==> src/burst_trig_pkg.sv <==
// Shared constants and types for the burst arming trigger control
package burst_trig_pkg;
    localparam int unsigned COUNT_W        = 8;
    localparam logic [7:0]  FRAMES_MIN     = 8'h01;
    localparam logic [7:0]  FRAMES_MAX     = 8'hff;
    localparam logic [7:0]  FRAMES_RESET   = 8'h01;
    localparam logic        SEL_ACQ_START  = 1'b0;
    localparam logic        SEL_FRAME      = 1'b1;
    localparam logic        ORIGIN_SOFT    = 1'b0;
    localparam logic        ORIGIN_LINE1   = 1'b1;
    localparam logic        EDGE_RISING    = 1'b0;
    localparam logic        EDGE_FALLING   = 1'b1;

    typedef enum logic [1:0] {
        ST_AWAIT_ARM,
        ST_AWAIT_FRAME
    } arm_state_t;
endpackage
==> src/arm_edge_if.sv <==
// Interface carrying the synchronised line edge between modules
`timescale 1ns/1ps
`default_nettype none
interface arm_edge_if;
    logic polarity;
    logic edge_pulse;
    modport detector (input polarity, output edge_pulse);
    modport consumer (output polarity, input edge_pulse);
endinterface
`default_nettype wire

==> src/acquisition_start_trigger_ctrl.sv <==
// Acquisition start trigger gate for frame-start triggers
`timescale 1ns/1ps
`default_nettype none
module acquisition_start_trigger_ctrl (
    input  wire logic       clk_sys,
    input  wire logic       srst,
    input  wire logic       trigger_enable_setting,
    input  wire logic       trigger_target_select,
    input  wire logic       trigger_origin_select,
    input  wire logic       edge_polarity_select,
    input  wire logic       host_trigger_command,
    input  wire logic       ext_burst_arm_signal,
    input  wire logic [7:0] frames_per_burst,
    input  wire logic       acquisition_active,
    input  wire logic       frame_trigger_in,
    output logic            frame_trigger_out,
    output logic            awaiting_arm,
    output logic            arm_pulse,
    output logic [7:0]      frames_taken,
    output logic            frames_setting_bad
);
    burst_trig_pkg::arm_state_t state_q;
    burst_trig_pkg::arm_state_t state_d;
    logic [7:0] count_q;
    logic [7:0] limit_q;
    logic       enable_q;
    logic       soft_arm;
    logic       line_arm;
    logic       arm_hit;
    logic       frame_ok;
    logic       last_frame;

    arm_edge_if edge_bus ();

    assign edge_bus.polarity = edge_polarity_select;

    arm_line_edge u_line_edge (
        .clk_sys  (clk_sys),
        .srst     (srst),
        .line_in  (ext_burst_arm_signal),
        .edge_bus (edge_bus)
    );

    // Range check, true when value lies in 1..255
    function automatic logic in_range(input logic [7:0] v);
        in_range = (v >= burst_trig_pkg::FRAMES_MIN) && (v <= burst_trig_pkg::FRAMES_MAX);
    endfunction

    // Latch a legal burst length; out-of-range writes are refused
    always_ff @(posedge clk_sys) begin
        if (srst) begin
            limit_q <= burst_trig_pkg::FRAMES_RESET;
        end else if (in_range(frames_per_burst)) begin
            limit_q <= frames_per_burst;
        end
    end

    assign frames_setting_bad = ~in_range(frames_per_burst);

    // Arm sources
    assign soft_arm = host_trigger_command
                    && trigger_target_select == burst_trig_pkg::SEL_ACQ_START
                    && trigger_origin_select == burst_trig_pkg::ORIGIN_SOFT;
    assign line_arm = edge_bus.edge_pulse
                    && trigger_origin_select == burst_trig_pkg::ORIGIN_LINE1;
    assign arm_hit  = acquisition_active && (soft_arm || line_arm);

    // Frame triggers pass only while acquisition is active, inside the window or at any time while gating is disabled
    assign frame_ok   = frame_trigger_in && acquisition_active
                      && (!trigger_enable_setting
                          || state_q == burst_trig_pkg::ST_AWAIT_FRAME);
    assign last_frame = (count_q + 8'h01) == limit_q;

    // Enable history, restart in the awaiting state on a fresh enable
    always_ff @(posedge clk_sys) begin
        if (srst) begin
            enable_q <= 1'b0;
        end else begin
            enable_q <= trigger_enable_setting;
        end
    end

    // Next state
    always_comb begin
        state_d = state_q;
        case (state_q)
            burst_trig_pkg::ST_AWAIT_ARM: begin
                if (arm_hit) begin
                    state_d = burst_trig_pkg::ST_AWAIT_FRAME;
                end
            end
            burst_trig_pkg::ST_AWAIT_FRAME: begin
                if (frame_ok && last_frame) begin
                    state_d = burst_trig_pkg::ST_AWAIT_ARM;
                end
            end
            default: state_d = burst_trig_pkg::ST_AWAIT_ARM;
        endcase
        if (!trigger_enable_setting || !enable_q) begin
            state_d = burst_trig_pkg::ST_AWAIT_ARM;
        end
    end

    // State register
    always_ff @(posedge clk_sys) begin
        if (srst) begin
            state_q <= burst_trig_pkg::ST_AWAIT_ARM;
        end else begin
            state_q <= state_d;
        end
    end

    // Frame counter, cleared on each new window
    always_ff @(posedge clk_sys) begin
        if (srst) begin
            count_q <= 8'h00;
        end else if (state_q != burst_trig_pkg::ST_AWAIT_FRAME) begin
            count_q <= 8'h00;
        end else if (frame_ok) begin
            count_q <= last_frame ? 8'h00 : count_q + 8'h01;
        end
    end

    // Registered outputs
    always_ff @(posedge clk_sys) begin
        if (srst) begin
            frame_trigger_out <= 1'b0;
            arm_pulse         <= 1'b0;
            awaiting_arm      <= 1'b0;
            frames_taken      <= 8'h00;
        end else begin
            frame_trigger_out <= frame_ok;
            arm_pulse         <= trigger_enable_setting && enable_q
                                 && state_q == burst_trig_pkg::ST_AWAIT_ARM && arm_hit;
            awaiting_arm      <= trigger_enable_setting
                                 && state_d == burst_trig_pkg::ST_AWAIT_ARM;
            frames_taken      <= count_q;
        end
    end
endmodule // acquisition_start_trigger_ctrl
`default_nettype wire

==> src/arm_line_edge.sv <==
// Line input synchroniser and edge detector
`timescale 1ns/1ps
`default_nettype none
module arm_line_edge (
    input  wire logic     clk_sys,
    input  wire logic     srst,
    input  wire logic     line_in,
    arm_edge_if.detector  edge_bus
);
    logic sync1_q;
    logic sync2_q;
    logic prev_q;

    // Two-stage synchroniser; first stage feeds only the second
    always_ff @(posedge clk_sys) begin
        if (srst) begin
            sync1_q <= 1'b0;
            sync2_q <= 1'b0;
        end else begin
            sync1_q <= line_in;
            sync2_q <= sync1_q;
        end
    end

    // Previous synchronised level for edge compare
    always_ff @(posedge clk_sys) begin
        if (srst) begin
            prev_q <= 1'b0;
        end else begin
            prev_q <= sync2_q;
        end
    end

    // One pulse per qualifying edge
    always_comb begin
        if (edge_bus.polarity == burst_trig_pkg::EDGE_FALLING) begin
            edge_bus.edge_pulse = prev_q & ~sync2_q;
        end else begin
            edge_bus.edge_pulse = sync2_q & ~prev_q;
        end
    end
endmodule // arm_line_edge
`default_nettype wire

==> config.mk <==
export PLATFORM = sky130hd
export DESIGN_NAME = acquisition_start_trigger_ctrl
export DESIGN_NICKNAME = d
export VERILOG_FILES = /design/src/burst_trig_pkg.sv /design/src/arm_edge_if.sv /design/src/acquisition_start_trigger_ctrl.sv /design/src/arm_line_edge.sv
export SDC_FILE = /design/constraint.sdc
export NUM_CORES = 1
export LEC_CHECK = 0
export BUFFER_PORTS_ARGS = -buffer_cell sky130_fd_sc_hd__buf_2
export CAP_MARGIN = 20
export CORE_UTILIZATION = 55
export DETAILED_ROUTE_END_ITERATION = 10
export PLACE_DENSITY_LB_ADDON = 0.05
export SYNTH_ARGS = -nofsm -noshare
export SYNTH_HDL_FRONTEND = slang
export SYNTH_SLANG_ARGS = --single-unit
==> constraint.sdc <==
create_clock -name clk_sys -period 3.6 [get_ports clk_sys]
set_input_delay 0.72 -clock clk_sys [delete_from_list [all_inputs] [get_ports clk_sys]]
set_output_delay 0.72 -clock clk_sys [all_outputs]
set_load 0.01 [all_outputs]
## Yosys cells after proc, flatten, opt, wreduce, memory -nomap -nowiden

Index checks and enable logic that the tools add are counted.

| word-level totals | value |
|---|---|
| bits in registers | 33 |
| input bits | 18 |
| output and inout bits | 12 |
| word-level logic and storage cells | 50 |

| cells by class | value |
|---|---|
| add/subtract/negate cells | 1 |
| $lt $le $gt $ge | 2 |
| equal/unequal tests | 3 |
| multiplexer cells | 6 |
| bitwise gates (word level) | 7 |
| reductions and logical operators | 20 |

Operators by type and width:

| cell | count |
|---|---|
| 1-bit logical AND | 12 |
| 8-bit by 1-bit adder with 8-bit output (second input constant) | 1 |
| 8-bit == test | 1 |
| 8-bit by 1-bit >= comparator with 1-bit output (second input constant) | 1 |
| 8-bit <= comparator (second input constant) | 1 |
| 8-bit two-way mux | 1 |
| 2-bit two-way mux | 3 |
| 1-bit NOT | 5 |
| 2-bit zero test | 2 |
| 2-bit case mux with 2 select lines | 1 |
| 1-bit logical OR | 3 |
| 1-bit bitwise AND | 2 |
| 2-bit by 1-bit == test with 1-bit output (second input constant) | 1 |
| 1-bit zero test | 2 |
| 2-bit by 1-bit inequality test with 1-bit output (second input constant) | 1 |
| 2-bit OR reduction | 1 |
| 1-bit two-way mux | 1 |

## Longest topological paths before layout

Gate-level depths: netlist (run 1).

| depth | value |
|---|---|
| depth in word-level cells | 11 |
| gate-level depth with buffers | 6 |
| mapped depth without buffers | 6 |

## Modules after synthesis

A second synthesis (run 1) with hierarchy kept.

| unflattened totals | value |
|---|---|
| cells, all modules | 155 |
| area total of the unflattened synthesis | 1445.1 um2 |

By module, submodules not included:

| module | times used | cells each | area each (um2) | sequential area each (um2) |
|---|---|---|---|---|
| acquisition_start_trigger_ctrl | 1 | 146 | 1343.8 | 600.6 |
| arm_line_edge | 1 | 9 | 101.3 | 60.1 |

## Worst setup path before layout (run 1)

Ideal clock, no wire load.

| timing path | value |
|---|---|
| path kind | input-to-output |
| from | input frames_per_burst[4] |
| to | output frames_setting_bad |
| data arrival time | 1.552 ns |
| data required time | 2.880 ns |
| path slack | 1.328 ns |
| stages | 2 |
| path buffers | 0 |
| cell sequence | or4_1 > nor2_2 |

| on the way | value |
|---|---|
| cells in the longest elaborated chain, start to end | 3 |
| elaborated cells between the ends (all ways) | 4 |
| classes of those cells | 2 x order compare; 1 x bitwise; 1 x reduce/logical |

RTL lines:

| what | RTL line | text |
|---|---|---|
| start: declaration | acquisition_start_trigger_ctrl.sv:13 | `input wire logic [7:0] frames_per_burst,` |
| 8-bit by 1-bit >= comparator with 1-bit output or 8-bit <= comparator (tied branches) | acquisition_start_trigger_ctrl.sv:46 | `in_range = (v >= burst_trig_pkg::FRAMES_MIN) && (v <= burst_trig_pkg::FRAMES_MAX);` |
| 1-bit logical AND * | acquisition_start_trigger_ctrl.sv:46 |  |
| 1-bit NOT * | acquisition_start_trigger_ctrl.sv:58 | `assign frames_setting_bad = ~in_range(frames_per_burst);` |
| end: declaration | acquisition_start_trigger_ctrl.sv:20 | `output logic frames_setting_bad` |

Every way passes the cells marked *; elsewhere a longest branch is shown, timed or not.

## Final worst setup path (run 1)

Same ends and word-level chain as after synthesis.

==> results.sh, run 1 <==
export IMPL_synth_compound_gate_area_share=0.112
export IMPL_min_period_ps=2550
export IMPL_relSlewSlack=0.628
export IMPL_cts_tree="done"
export IMPL_hold_depth=1
export IMPL_routedWlPerCell_um=12.5
export IMPL_antenna_diode_count=0
export IMPL_cts_root_buf="clkbuf_4"
export IMPL_io_pins=30
export IMPL_dr_wl_met2_mm=1.20
export IMPL_overflow=0
export IMPL_path_buf_inv=2
export IMPL_synth_top_area_frac=0.472
export IMPL_synth_xor_area_frac=0.106
export IMPL_vias=1081
export IMPL_run_status="completed"
export IMPL_min_path_type="flop to flop"
export IMPL_synthMuxAreaShare=0.00716
export IMPL_slew_violations=0
export IMPL_nets=189
export IMPL_pre_cts_ws_ps=1040
export IMPL_wl_met1_mm=1.12
export IMPL_finalSetupViolations=0
export IMPL_synth_cells=141
export IMPL_finalCritPeriodShare=0.709
export IMPL_viasPerCell=5.43
export IMPL_report_final_hold_viol_count=0
export IMPL_totalWireLength_mm=2.49
export IMPL_max_stage_delay_ps=530
export IMPL_vdd_drop_max_mv=0.343
export IMPL_arrival_ps=1830
export IMPL_clock_skew_ps=12.3
export IMPL_syn_area_per_cell_um2=9.92
export IMPL_syn_nets=160
export IMPL_grt_pass1_wl_mm=3.88
export IMPL_rows=17
export IMPL_cp_required_ps=2880
export IMPL_port_buffers=29
export IMPL_crit_family="simple AND/OR/NAND/NOR gates"
export IMPL_routed_top_layer="met4"
export IMPL_die_w_um=52.4
export IMPL_critPathSlowestCell="or4_1"
export IMPL_place_congestion=0.771
export IMPL_tns_ps=0
export IMPL_die_h_um=52.4
export IMPL_crit_type="input port to output pin"
export IMPL_post_cts_buffers=0
export IMPL_dp_hpwl_mm=1.88
export IMPL_synth_adder_area_share=0.00894
export IMPL_grt_max_degree=30
export IMPL_hold_buffers=0
export IMPL_critPathLaunchType="input port"
export IMPL_rr_worst_depth=6
export IMPL_setup_worst_path_end_class="output pin"
export IMPL_placed_cell_area_um2=1540
export IMPL_max_cap_violations=0
export IMPL_synth_seq_area_share=0.472
export IMPL_postRouteAntennaNets=0
export IMPL_syn_area_um2=1400
export IMPL_clkSinkCount=33
export IMPL_fmax_ghz=0.392
export IMPL_dr_wl_met3_um=101
export IMPL_htree_levels=2
export IMPL_first_pass_iters=4
export IMPL_synth_distinct_cells=42
export IMPL_clk_latency_ps=340
export IMPL_grt_use_total=0.202
export IMPL_cts_reportedPaths_clkPinSlew_ps=100
export IMPL_yosys_area_share_simple=0.258
export IMPL_initial_utilization=0.609
export IMPL_design_area_um2=1610
export IMPL_rsz0062_at_grt="no"
export IMPL_cts_buffers=5
export IMPL_synth_top_family_by_area="simple AND/OR/NAND/NOR gates"
export IMPL_drc=0
export IMPL_ys_ff_latch=33
export IMPL_first_iter_violations=19
export IMPL_worst_pin_slew_ps=544
export IMPL_syn_to_final_growth_pct=15.1
export IMPL_synth_top_area_cell="dfxtp_1"
export IMPL_fillCellCount=173
export IMPL_core_area_um2=2300
export IMPL_crit_chain="buf_2, or4_1, nor2_2, buf_2"
export IMPL_yosys_warnings=0
export IMPL_grt_pass1_vias=905
export IMPL_antenna_found_initial=0
export IMPL_synthTopCellsByArea="dfxtp_1 47%, xnor2_1 5.6%, nor2b_1 5.4%, xor2_1 5.0%, nor4_1 3.6%"
export IMPL_cts_buffer_depth=2
export IMPL_cp_depth=4
export IMPL_fin_ws_ps=1050
export IMPL_drive_above_1_share=0.281
export IMPL_crit_top_cell="buf_2"
export IMPL_power_density_nw_per_um2=405
export IMPL_dieArea_um2=2750
export IMPL_path_max_fanout=9
export IMPL_ctsResizeCount=0
export IMPL_p_leak_nw=0.657
-- cells by family after synthesis --
kind of cell | after synthesis
buffers and inverters | 9
flip-flops | 33
other | 1
AND/OR/NAND/NOR | 59
XOR/XNOR | 17
adder cells (fa/ha/maj) | 1
multiplexers | 1
AO/OA/AOI/OAI | 20
-- synth_stat cells --
cell type / count
a211oi_4: 1
nor2b_1: 12
nor4b_1: 1
xor2_1: 8
ha_1: 1
and3_1: 3
nor3_1: 1
inv_1: 2
nand3_1: 1
nor2_1: 8
nor2_2: 1
a211o_1: 1
nor3b_1: 2
or4_1: 2
nand2_1: 8
buf_1: 1
o31ai_2: 1
a21oi_1: 9
nand2b_1: 2
and3b_1: 1
or2_2: 1
nor4_1: 8
buf_4: 3
buf_2: 1
or4_4: 1
conb_1: 1
a2111oi_0: 1
nand2b_4: 1
a21oi_2: 1
dfxtp_1: 33
and2_1: 1
mux2i_1: 1
a31oi_1: 2
nand4_1: 1
xnor2_1: 9
o2111ai_2: 1
a2111oi_2: 1
clkbuf_1: 2
or3b_2: 1
o21ai_0: 2
and4_1: 2
nand3_2: 1
-- through the flow --
| stage | instances | utilization | power [W] | hold slack [ps] |
|---|---|---|---|---|
| final | 199 | 0.701 | 0.000652 | 461 |
| after global routing | 199 | 0.701 | 0.000681 | 479 |
| after CTS | 199 | 0.701 | 0.000655 | 471 |
| after detailed placement | 191 | 0.670 | 0.000427 | 462 |
| after global placement | 191 | 0.670 | 0.000425 | 417 |
| after floorplan | 141 | - | 0.000411 | 414 |
-- power by group --
group | internal, W | switching, W
sequential | 0.000373 | 0.00000524
clock | 0.000113 | 0.000121
combinational | 0.0000192 | 0.0000206
-- final cells by class --
class | count | area (um2) | share of cell area
Multi-Input combinational cell | 99 | 692 | 0.430
Clock buffer | 7 | 65.1 | 0.0404
Clock inverter | 1 | 5.00 | 0.00311
Sequential cell | 33 | 661 | 0.410
Tap cell | 28 | 35.0 | 0.0218
Timing Repair Buffer | 29 | 145 | 0.0901
Inverter | 2 | 7.51 | 0.00466
-- routing by layer --
metal,vias to the layer above,track usage
li1,546,-
met1,500,0.233
met2,28,0.325
met3,7,0.0609
met4,0,0.123
met5,-,0
-- sequential cells by signal (all words and copies together), names as in the netlist --
signal / cells
frame_trigger_out: 1
count_q: 8
u_line_edge.sync1_q: 1
awaiting_arm: 1
limit_q: 8
state_q: 2
enable_q: 1
u_line_edge.prev_q: 1
u_line_edge.sync2_q: 1
frames_taken: 8
arm_pulse: 1
-- final timing paths --
kind | start | to | slack [ps]
worst max-delay path | frames_per_burst[4] | frames_setting_bad | 1050
worst max register to register | count_q[0] | count_q[0] | 1450
worst min register to register | u_line_edge.sync1_q | u_line_edge.sync2_q | 460
worst min-delay path | u_line_edge.sync1_q | u_line_edge.sync2_q | 460
-- placed cells by master, fill, tap and decap left out, types with 3 or more instances in the layout --
cell	n
a21oi_1	9
and3_1	3
buf_2	29
clkbuf_4	5
dfxtp_1	33
nand2_1	8
nor2_1	8
nor2b_1	12
nor4_1	8
xnor2_1	9
xor2_1	8
No activity file was read; power rests on OpenSTA's default activity.
==> run 2, diff against run 1 <==
CORE_UTILIZATION = 52   (was 55)
clock period = 2.5 ns   (was 3.6 ns; I/O delays follow)
==> results.sh, run 2 (synthesis gave the netlist of run 1 again) <==
export IMPL_slew_violations=0
export IMPL_nets=190
export IMPL_antenna_found_initial=0
export IMPL_fillCellCount=227
export IMPL_min_from="ext_burst_arm_signal"
export IMPL_hold_depth=2
export IMPL_die_w_um=53.9
export IMPL_rr_worst_depth=6
export IMPL_reg_largest_list="count_q: 8 flops, frames_taken: 8 flops, limit_q: 8 flops"
export IMPL_viasPerCell=5.35
export IMPL_min_period_ps=2140
export IMPL_relSlewSlack=0.609
export IMPL_clkSinkCount=33
export IMPL_syn_to_final_growth_pct=14.8
export IMPL_overflow=0
export IMPL_die_h_um=53.9
export IMPL_final_common_cell="dfxtp_1"
export IMPL_port_buffers=29
export IMPL_htree_levels=2
export IMPL_cts_reportedPaths_clkPinSlew_ps=90
export IMPL_first_iter_violations=20
export IMPL_totalWireLength_mm=2.55
export IMPL_reg2reg_slack_ps=360
export IMPL_place_congestion=0.837
export IMPL_finalCritPeriodShare=0.858
export IMPL_cts_root_buf="clkbuf_4"
export IMPL_cts_buffer_depth=2
export IMPL_vdd_drop_max_mv=0.426
export IMPL_placed_cell_area_um2=1550
export IMPL_grt_max_degree=30
export IMPL_core_area_um2=2500
export IMPL_cp_required_ps=2690
export IMPL_initial_utilization=0.560
export IMPL_dieArea_um2=2900
export IMPL_design_area_um2=1610
export IMPL_drive_above_1_share=0.275
export IMPL_whs_endpoint="u_line_edge.sync1_q"
export IMPL_rows=18
export IMPL_arrival_ps=2340
export IMPL_fin_ws_ps=355
export IMPL_crit_type="flop to flop"
export IMPL_ctsResizeCount=0
export IMPL_postRouteAntennaNets=0
export IMPL_finish_utilization=0.642
export IMPL_hold_buffers=0
export IMPL_setup_worst_path_end_class="flop"
export IMPL_drc=0
export IMPL_min_path_type="input port to flop"
export IMPL_fmax_ghz=0.466
export IMPL_p_leak_nw=0.652
export IMPL_worst_pin_slew_ps=571
export IMPL_power_density_nw_per_um2=558
export IMPL_reg2reg_from="count_q[0]"
export IMPL_rr_endpoint="count_q[2]"
export IMPL_post_cts_buffers=0
export IMPL_clock_skew_ps=3.00
export IMPL_path_max_fanout=8
export IMPL_cts_tree="done"
export IMPL_report_final_hold_viol_count=0
export IMPL_max_cap_violations=0
export IMPL_grt_pass1_wl_mm=4.19
export IMPL_antenna_diode_count=0
export IMPL_io_pins=30
export IMPL_first_pass_iters=4
export IMPL_grt_use_total=0.212
export IMPL_critPathLaunchType="flop"
export IMPL_pre_cts_ws_ps=341
export IMPL_mostFrequentLayoutCells="33 x dfxtp_1, 29 x buf_2, 12 x nor2b_1, 9 x xnor2_1, 9 x a21oi_1"
export IMPL_grt_pass1_vias=969
export IMPL_routedWlPerCell_um=12.7
export IMPL_dp_hpwl_mm=1.90
export IMPL_rsz0062_at_grt="no"
export IMPL_vias=1076
export IMPL_finalSetupViolations=0
export IMPL_run_status="completed"
export IMPL_clk_latency_ps=330
export IMPL_tns_ps=0
export IMPL_cts_buffers=5
run 2: final cells by class:
class                      instances  area (um2)  share of cell area
tap                               30        37.5              0.0234
inverter                           2        7.51             0.00468
clock buffer                       7        55.1              0.0343
timing repair buffer              30         153              0.0951
multi-input combinational         99         692               0.431
sequential                        33         661               0.412
run 2: where the power goes:
part            total, W  leakage (nW)  switching (W)  internal (W)
Sequential      0.000545         0.270     0.00000758      0.000537
Combinational  0.0000575         0.351      0.0000298     0.0000276
Clock           0.000294        0.0314       0.000161      0.000133
Total           0.000896         0.652       0.000199      0.000697
run 2: worst max path at each step:
| stage | start | to | slack [ps] | cells after the start |
|---|---|---|---|---|
| after detailed placement | count_q[0] | count_q[2] | 340 | 6 |
| after CTS | count_q[0] | count_q[2] | 340 | 6 |
| final | count_q[0] | count_q[2] | 360 | 6 |
| after floorplan | count_q[0] | count_q[1] | 610 | 6 |
| after global placement | trigger_target_select | awaiting_arm | 390 | 5 |
| after global routing | count_q[0] | count_q[2] | 190 | 6 |
run 2: layer usage:
metal | vias up | wire length (um) | GRT usage | share of wire
li1 | 551 | - | - | -
met2 | 33 | 1190 | 0.352 | 0.47
met3 | 7 | 132 | 0.0593 | 0.052
met1 | 485 | 1160 | 0.241 | 0.46
met4 | 0 | 56 | 0.118 | 0.022
met5 | - | 0 | 0 | 0
run 2: worst max-delay path: stages, from the launching register on:
cell and delay, ps:
dfxtp_1 450, ha_1 290, xor2_1 160, a2111oi_2 380, o2111ai_2 220, a211oi_4 400, nor4_1 110
run 2: metrics by stage:
| step | hold slack (ps) | power [W] | instances |
|---|---|---|---|
| 2_1_floorplan | 414 | 0.000591 | 141 |
| 3_3_place_gp | 415 | 0.000613 | 194 |
| 3_5_place_dp | 434 | 0.000615 | 194 |
| 4_1_cts | 369 | 0.000906 | 201 |
| 5_1_grt | 362 | 0.000939 | 201 |
| 6_report | 376 | 0.000896 | 201 |
==> run 3, diff against run 2 <==
--- a/config.mk
+++ b/config.mk
@@ -8,5 +8,5 @@
 export BUFFER_PORTS_ARGS = -buffer_cell sky130_fd_sc_hd__buf_2
 export CAP_MARGIN = 20
-export CORE_UTILIZATION = 52
+export CORE_UTILIZATION = 47
 export DETAILED_ROUTE_END_ITERATION = 10
 export PLACE_DENSITY_LB_ADDON = 0.05
==> constraint.sdc (replaced) <==
create_clock -name clk_sys -period 1.7 [get_ports clk_sys]
set_input_delay 0.425 -clock clk_sys [delete_from_list [all_inputs] [get_ports clk_sys]]
set_output_delay 0.425 -clock clk_sys [all_outputs]
set_load 0.01 [all_outputs]
==> results.sh, run 3 (synthesis gave the netlist of run 1 again) <==
export IMPL_run_status="finished, violations left"
export IMPL_failed_checks="setup timing"
export IMPL_rsz0062_at_grt="yes"
export IMPL_arrival_ps=2000
export IMPL_grt_max_degree=19
export IMPL_mostFrequentLayoutCells="31 x dfxtp_1, 26 x buf_2, 26 x buf_4, 12 x nor2b_1"
export IMPL_initial_utilization=0.503
export IMPL_cp_required_ps=1910
export IMPL_slew_violations=0
export IMPL_rows=19
export IMPL_wl_met1_mm=1.30
export IMPL_dieArea_um2=3200
export IMPL_min_period_ps=1790
export IMPL_design_area_um2=1890
export IMPL_dr_wl_met3_um=78
export IMPL_crit_chain="ha_4, xor2_2, a2111oi_2, o2111ai_2, a211oi_4, buf_6, nor4_1"
export IMPL_min_path_type="input port to flop"
export IMPL_clk_latency_ps=330
export IMPL_clock_skew_ps=5.39
export IMPL_rr_endpoint="count_q[3]"
export IMPL_grt_pass1_wl_mm=4.97
export IMPL_critPathLaunchType="flop"
export IMPL_postRouteAntennaNets=0
export IMPL_drive_above_1_share=0.419
export IMPL_rr_worst_depth=7
export IMPL_whs_endpoint="limit_q[3]"
export IMPL_cts_buffer_depth=2
export IMPL_dp_hpwl_mm=2.22
export IMPL_dpl_cell_count=218
export IMPL_antenna_found_initial=0
export IMPL_core_area_um2=2780
export IMPL_drc=0
export IMPL_overflow=0
export IMPL_path_max_fanout=5
export IMPL_place_congestion=0.880
export IMPL_dr_wl_met2_mm=1.50
export IMPL_die_w_um=56.6
export IMPL_finalCritPeriodShare=1.06
export IMPL_viasPerCell=5.17
export IMPL_syn_to_final_growth_pct=35.1
export IMPL_cts_buffers=5
export IMPL_vdd_drop_max_mv=0.661
export IMPL_htree_levels=2
export IMPL_final_common_cell="dfxtp_1"
export IMPL_first_iter_violations=41
export IMPL_report_final_hold_viol_count=0
export IMPL_min_from="frames_per_burst[3]"
export IMPL_antenna_diode_count=0
export IMPL_tns_ps=-753
export IMPL_nets=216
export IMPL_power_density_nw_per_um2=717
export IMPL_max_stage_delay_ps=360
export IMPL_total_power_w=0.00135
export IMPL_totalWireLength_mm=2.92
export IMPL_reg_largest_list="count_q: 8 flops, frames_taken: 8 flops, limit_q: 8 flops"
export IMPL_grt_pass1_vias=1157
export IMPL_port_buffers=29
export IMPL_routedWlPerCell_um=12.8
export IMPL_hold_depth=3
export IMPL_grt_use_total=0.203
export IMPL_fmax_ghz=0.557
export IMPL_first_pass_iters=4
export IMPL_placed_cell_area_um2=1740
export IMPL_io_pins=30
export IMPL_finalSetupViolations=10
export IMPL_hold_buffers=0
export IMPL_final_cells=229
export IMPL_cts_reportedPaths_clkPinSlew_ps=90
export IMPL_die_h_um=56.6
export IMPL_crit_type="flop to flop"
export IMPL_reg2reg_slack_ps=-90
export IMPL_critPathSlowestCell="dfxtp_4"
export IMPL_routed_top_layer="met4"
export IMPL_vias=1185
export IMPL_max_cap_violations=0
export IMPL_reg2reg_from="count_q[0]"
export IMPL_cts_tree="done"
export IMPL_cts_root_buf="clkbuf_4"
export IMPL_setup_worst_path_end_class="flop"
export IMPL_fin_ws_ps=-94.8
export IMPL_clkSinkCount=33
export IMPL_p_leak_nw=0.796
==> run 3: cell types whose count changed in the layout (fill, tap and decap cells not counted), sizes merged <==
cell and change:
clkbuf +1, buf +26
==> run 3: worst max-delay path, delay by kind of cell, from the launching register on <==
family,cells,cell delay (ps)
compound gates,3,720
flops,1,360
fa+ha+maj,1,240
xor+xnor,1,150
buf+inv,1,150
simple gates,1,40
==> run 3: stage by stage <==
stage | util | hold slack [ps] | worst slack, ps
after detailed placement | 0.626 | 429 | -187
after global placement | 0.626 | 438 | -135
final | 0.679 | 300 | -94.8
after CTS | 0.668 | 277 | -106
after global routing | 0.679 | 307 | -190
after floorplan | - | 414 | 3.83
==> run 3: area by class of cell <==
cell class / instances / area [um2]
clock buffer: 8 / 58.8
fill: 238 / 892
inverter: 2 / 7.51
multi-input combinational: 99 / 748
sequential: 33 / 666
tap: 31 / 38.8
timing repair buffer: 56 / 370
==> run 3: repair_timing <==
item	in CTS	in global routing
setup buffers	1	2
cloned	0	0
gates resized for setup	9	5
hold endpoints to repair	0	0
pin swaps	4	2
setup endpoints to repair	10	11
==> run 3: worst max-delay path by stage <==
stage / from / slack [ps] / cells after the start / endpoint
final: count_q[0] / -90 / 7 / count_q[3]
after global routing: count_q[0] / -190 / 7 / count_q[3]
after CTS: count_q[0] / -110 / 7 / count_q[3]
after detailed placement: trigger_target_select / -190 / 5 / awaiting_arm
after global placement: trigger_target_select / -130 / 5 / awaiting_arm
after floorplan: count_q[0] / 4 / 6 / count_q[1]
==> run 3: metal layers <==
| metal | vias to the layer above | GRT usage |
|---|---|---|
| li1 | 604 | - |
| met1 | 563 | 0.231 |
| met2 | 13 | 0.345 |
| met3 | 5 | 0.0691 |
| met4 | 0 | 0.0871 |
| met5 | - | 0 |
==> run 3: power by group <==
part / leakage [nW] / switching (W) / internal, W
Combinational: 0.492 / 0.0000511 / 0.0000600
Sequential: 0.271 / 0.0000117 / 0.000788
Clock: 0.0326 / 0.000239 / 0.000204
Total: 0.796 / 0.000301 / 0.00105
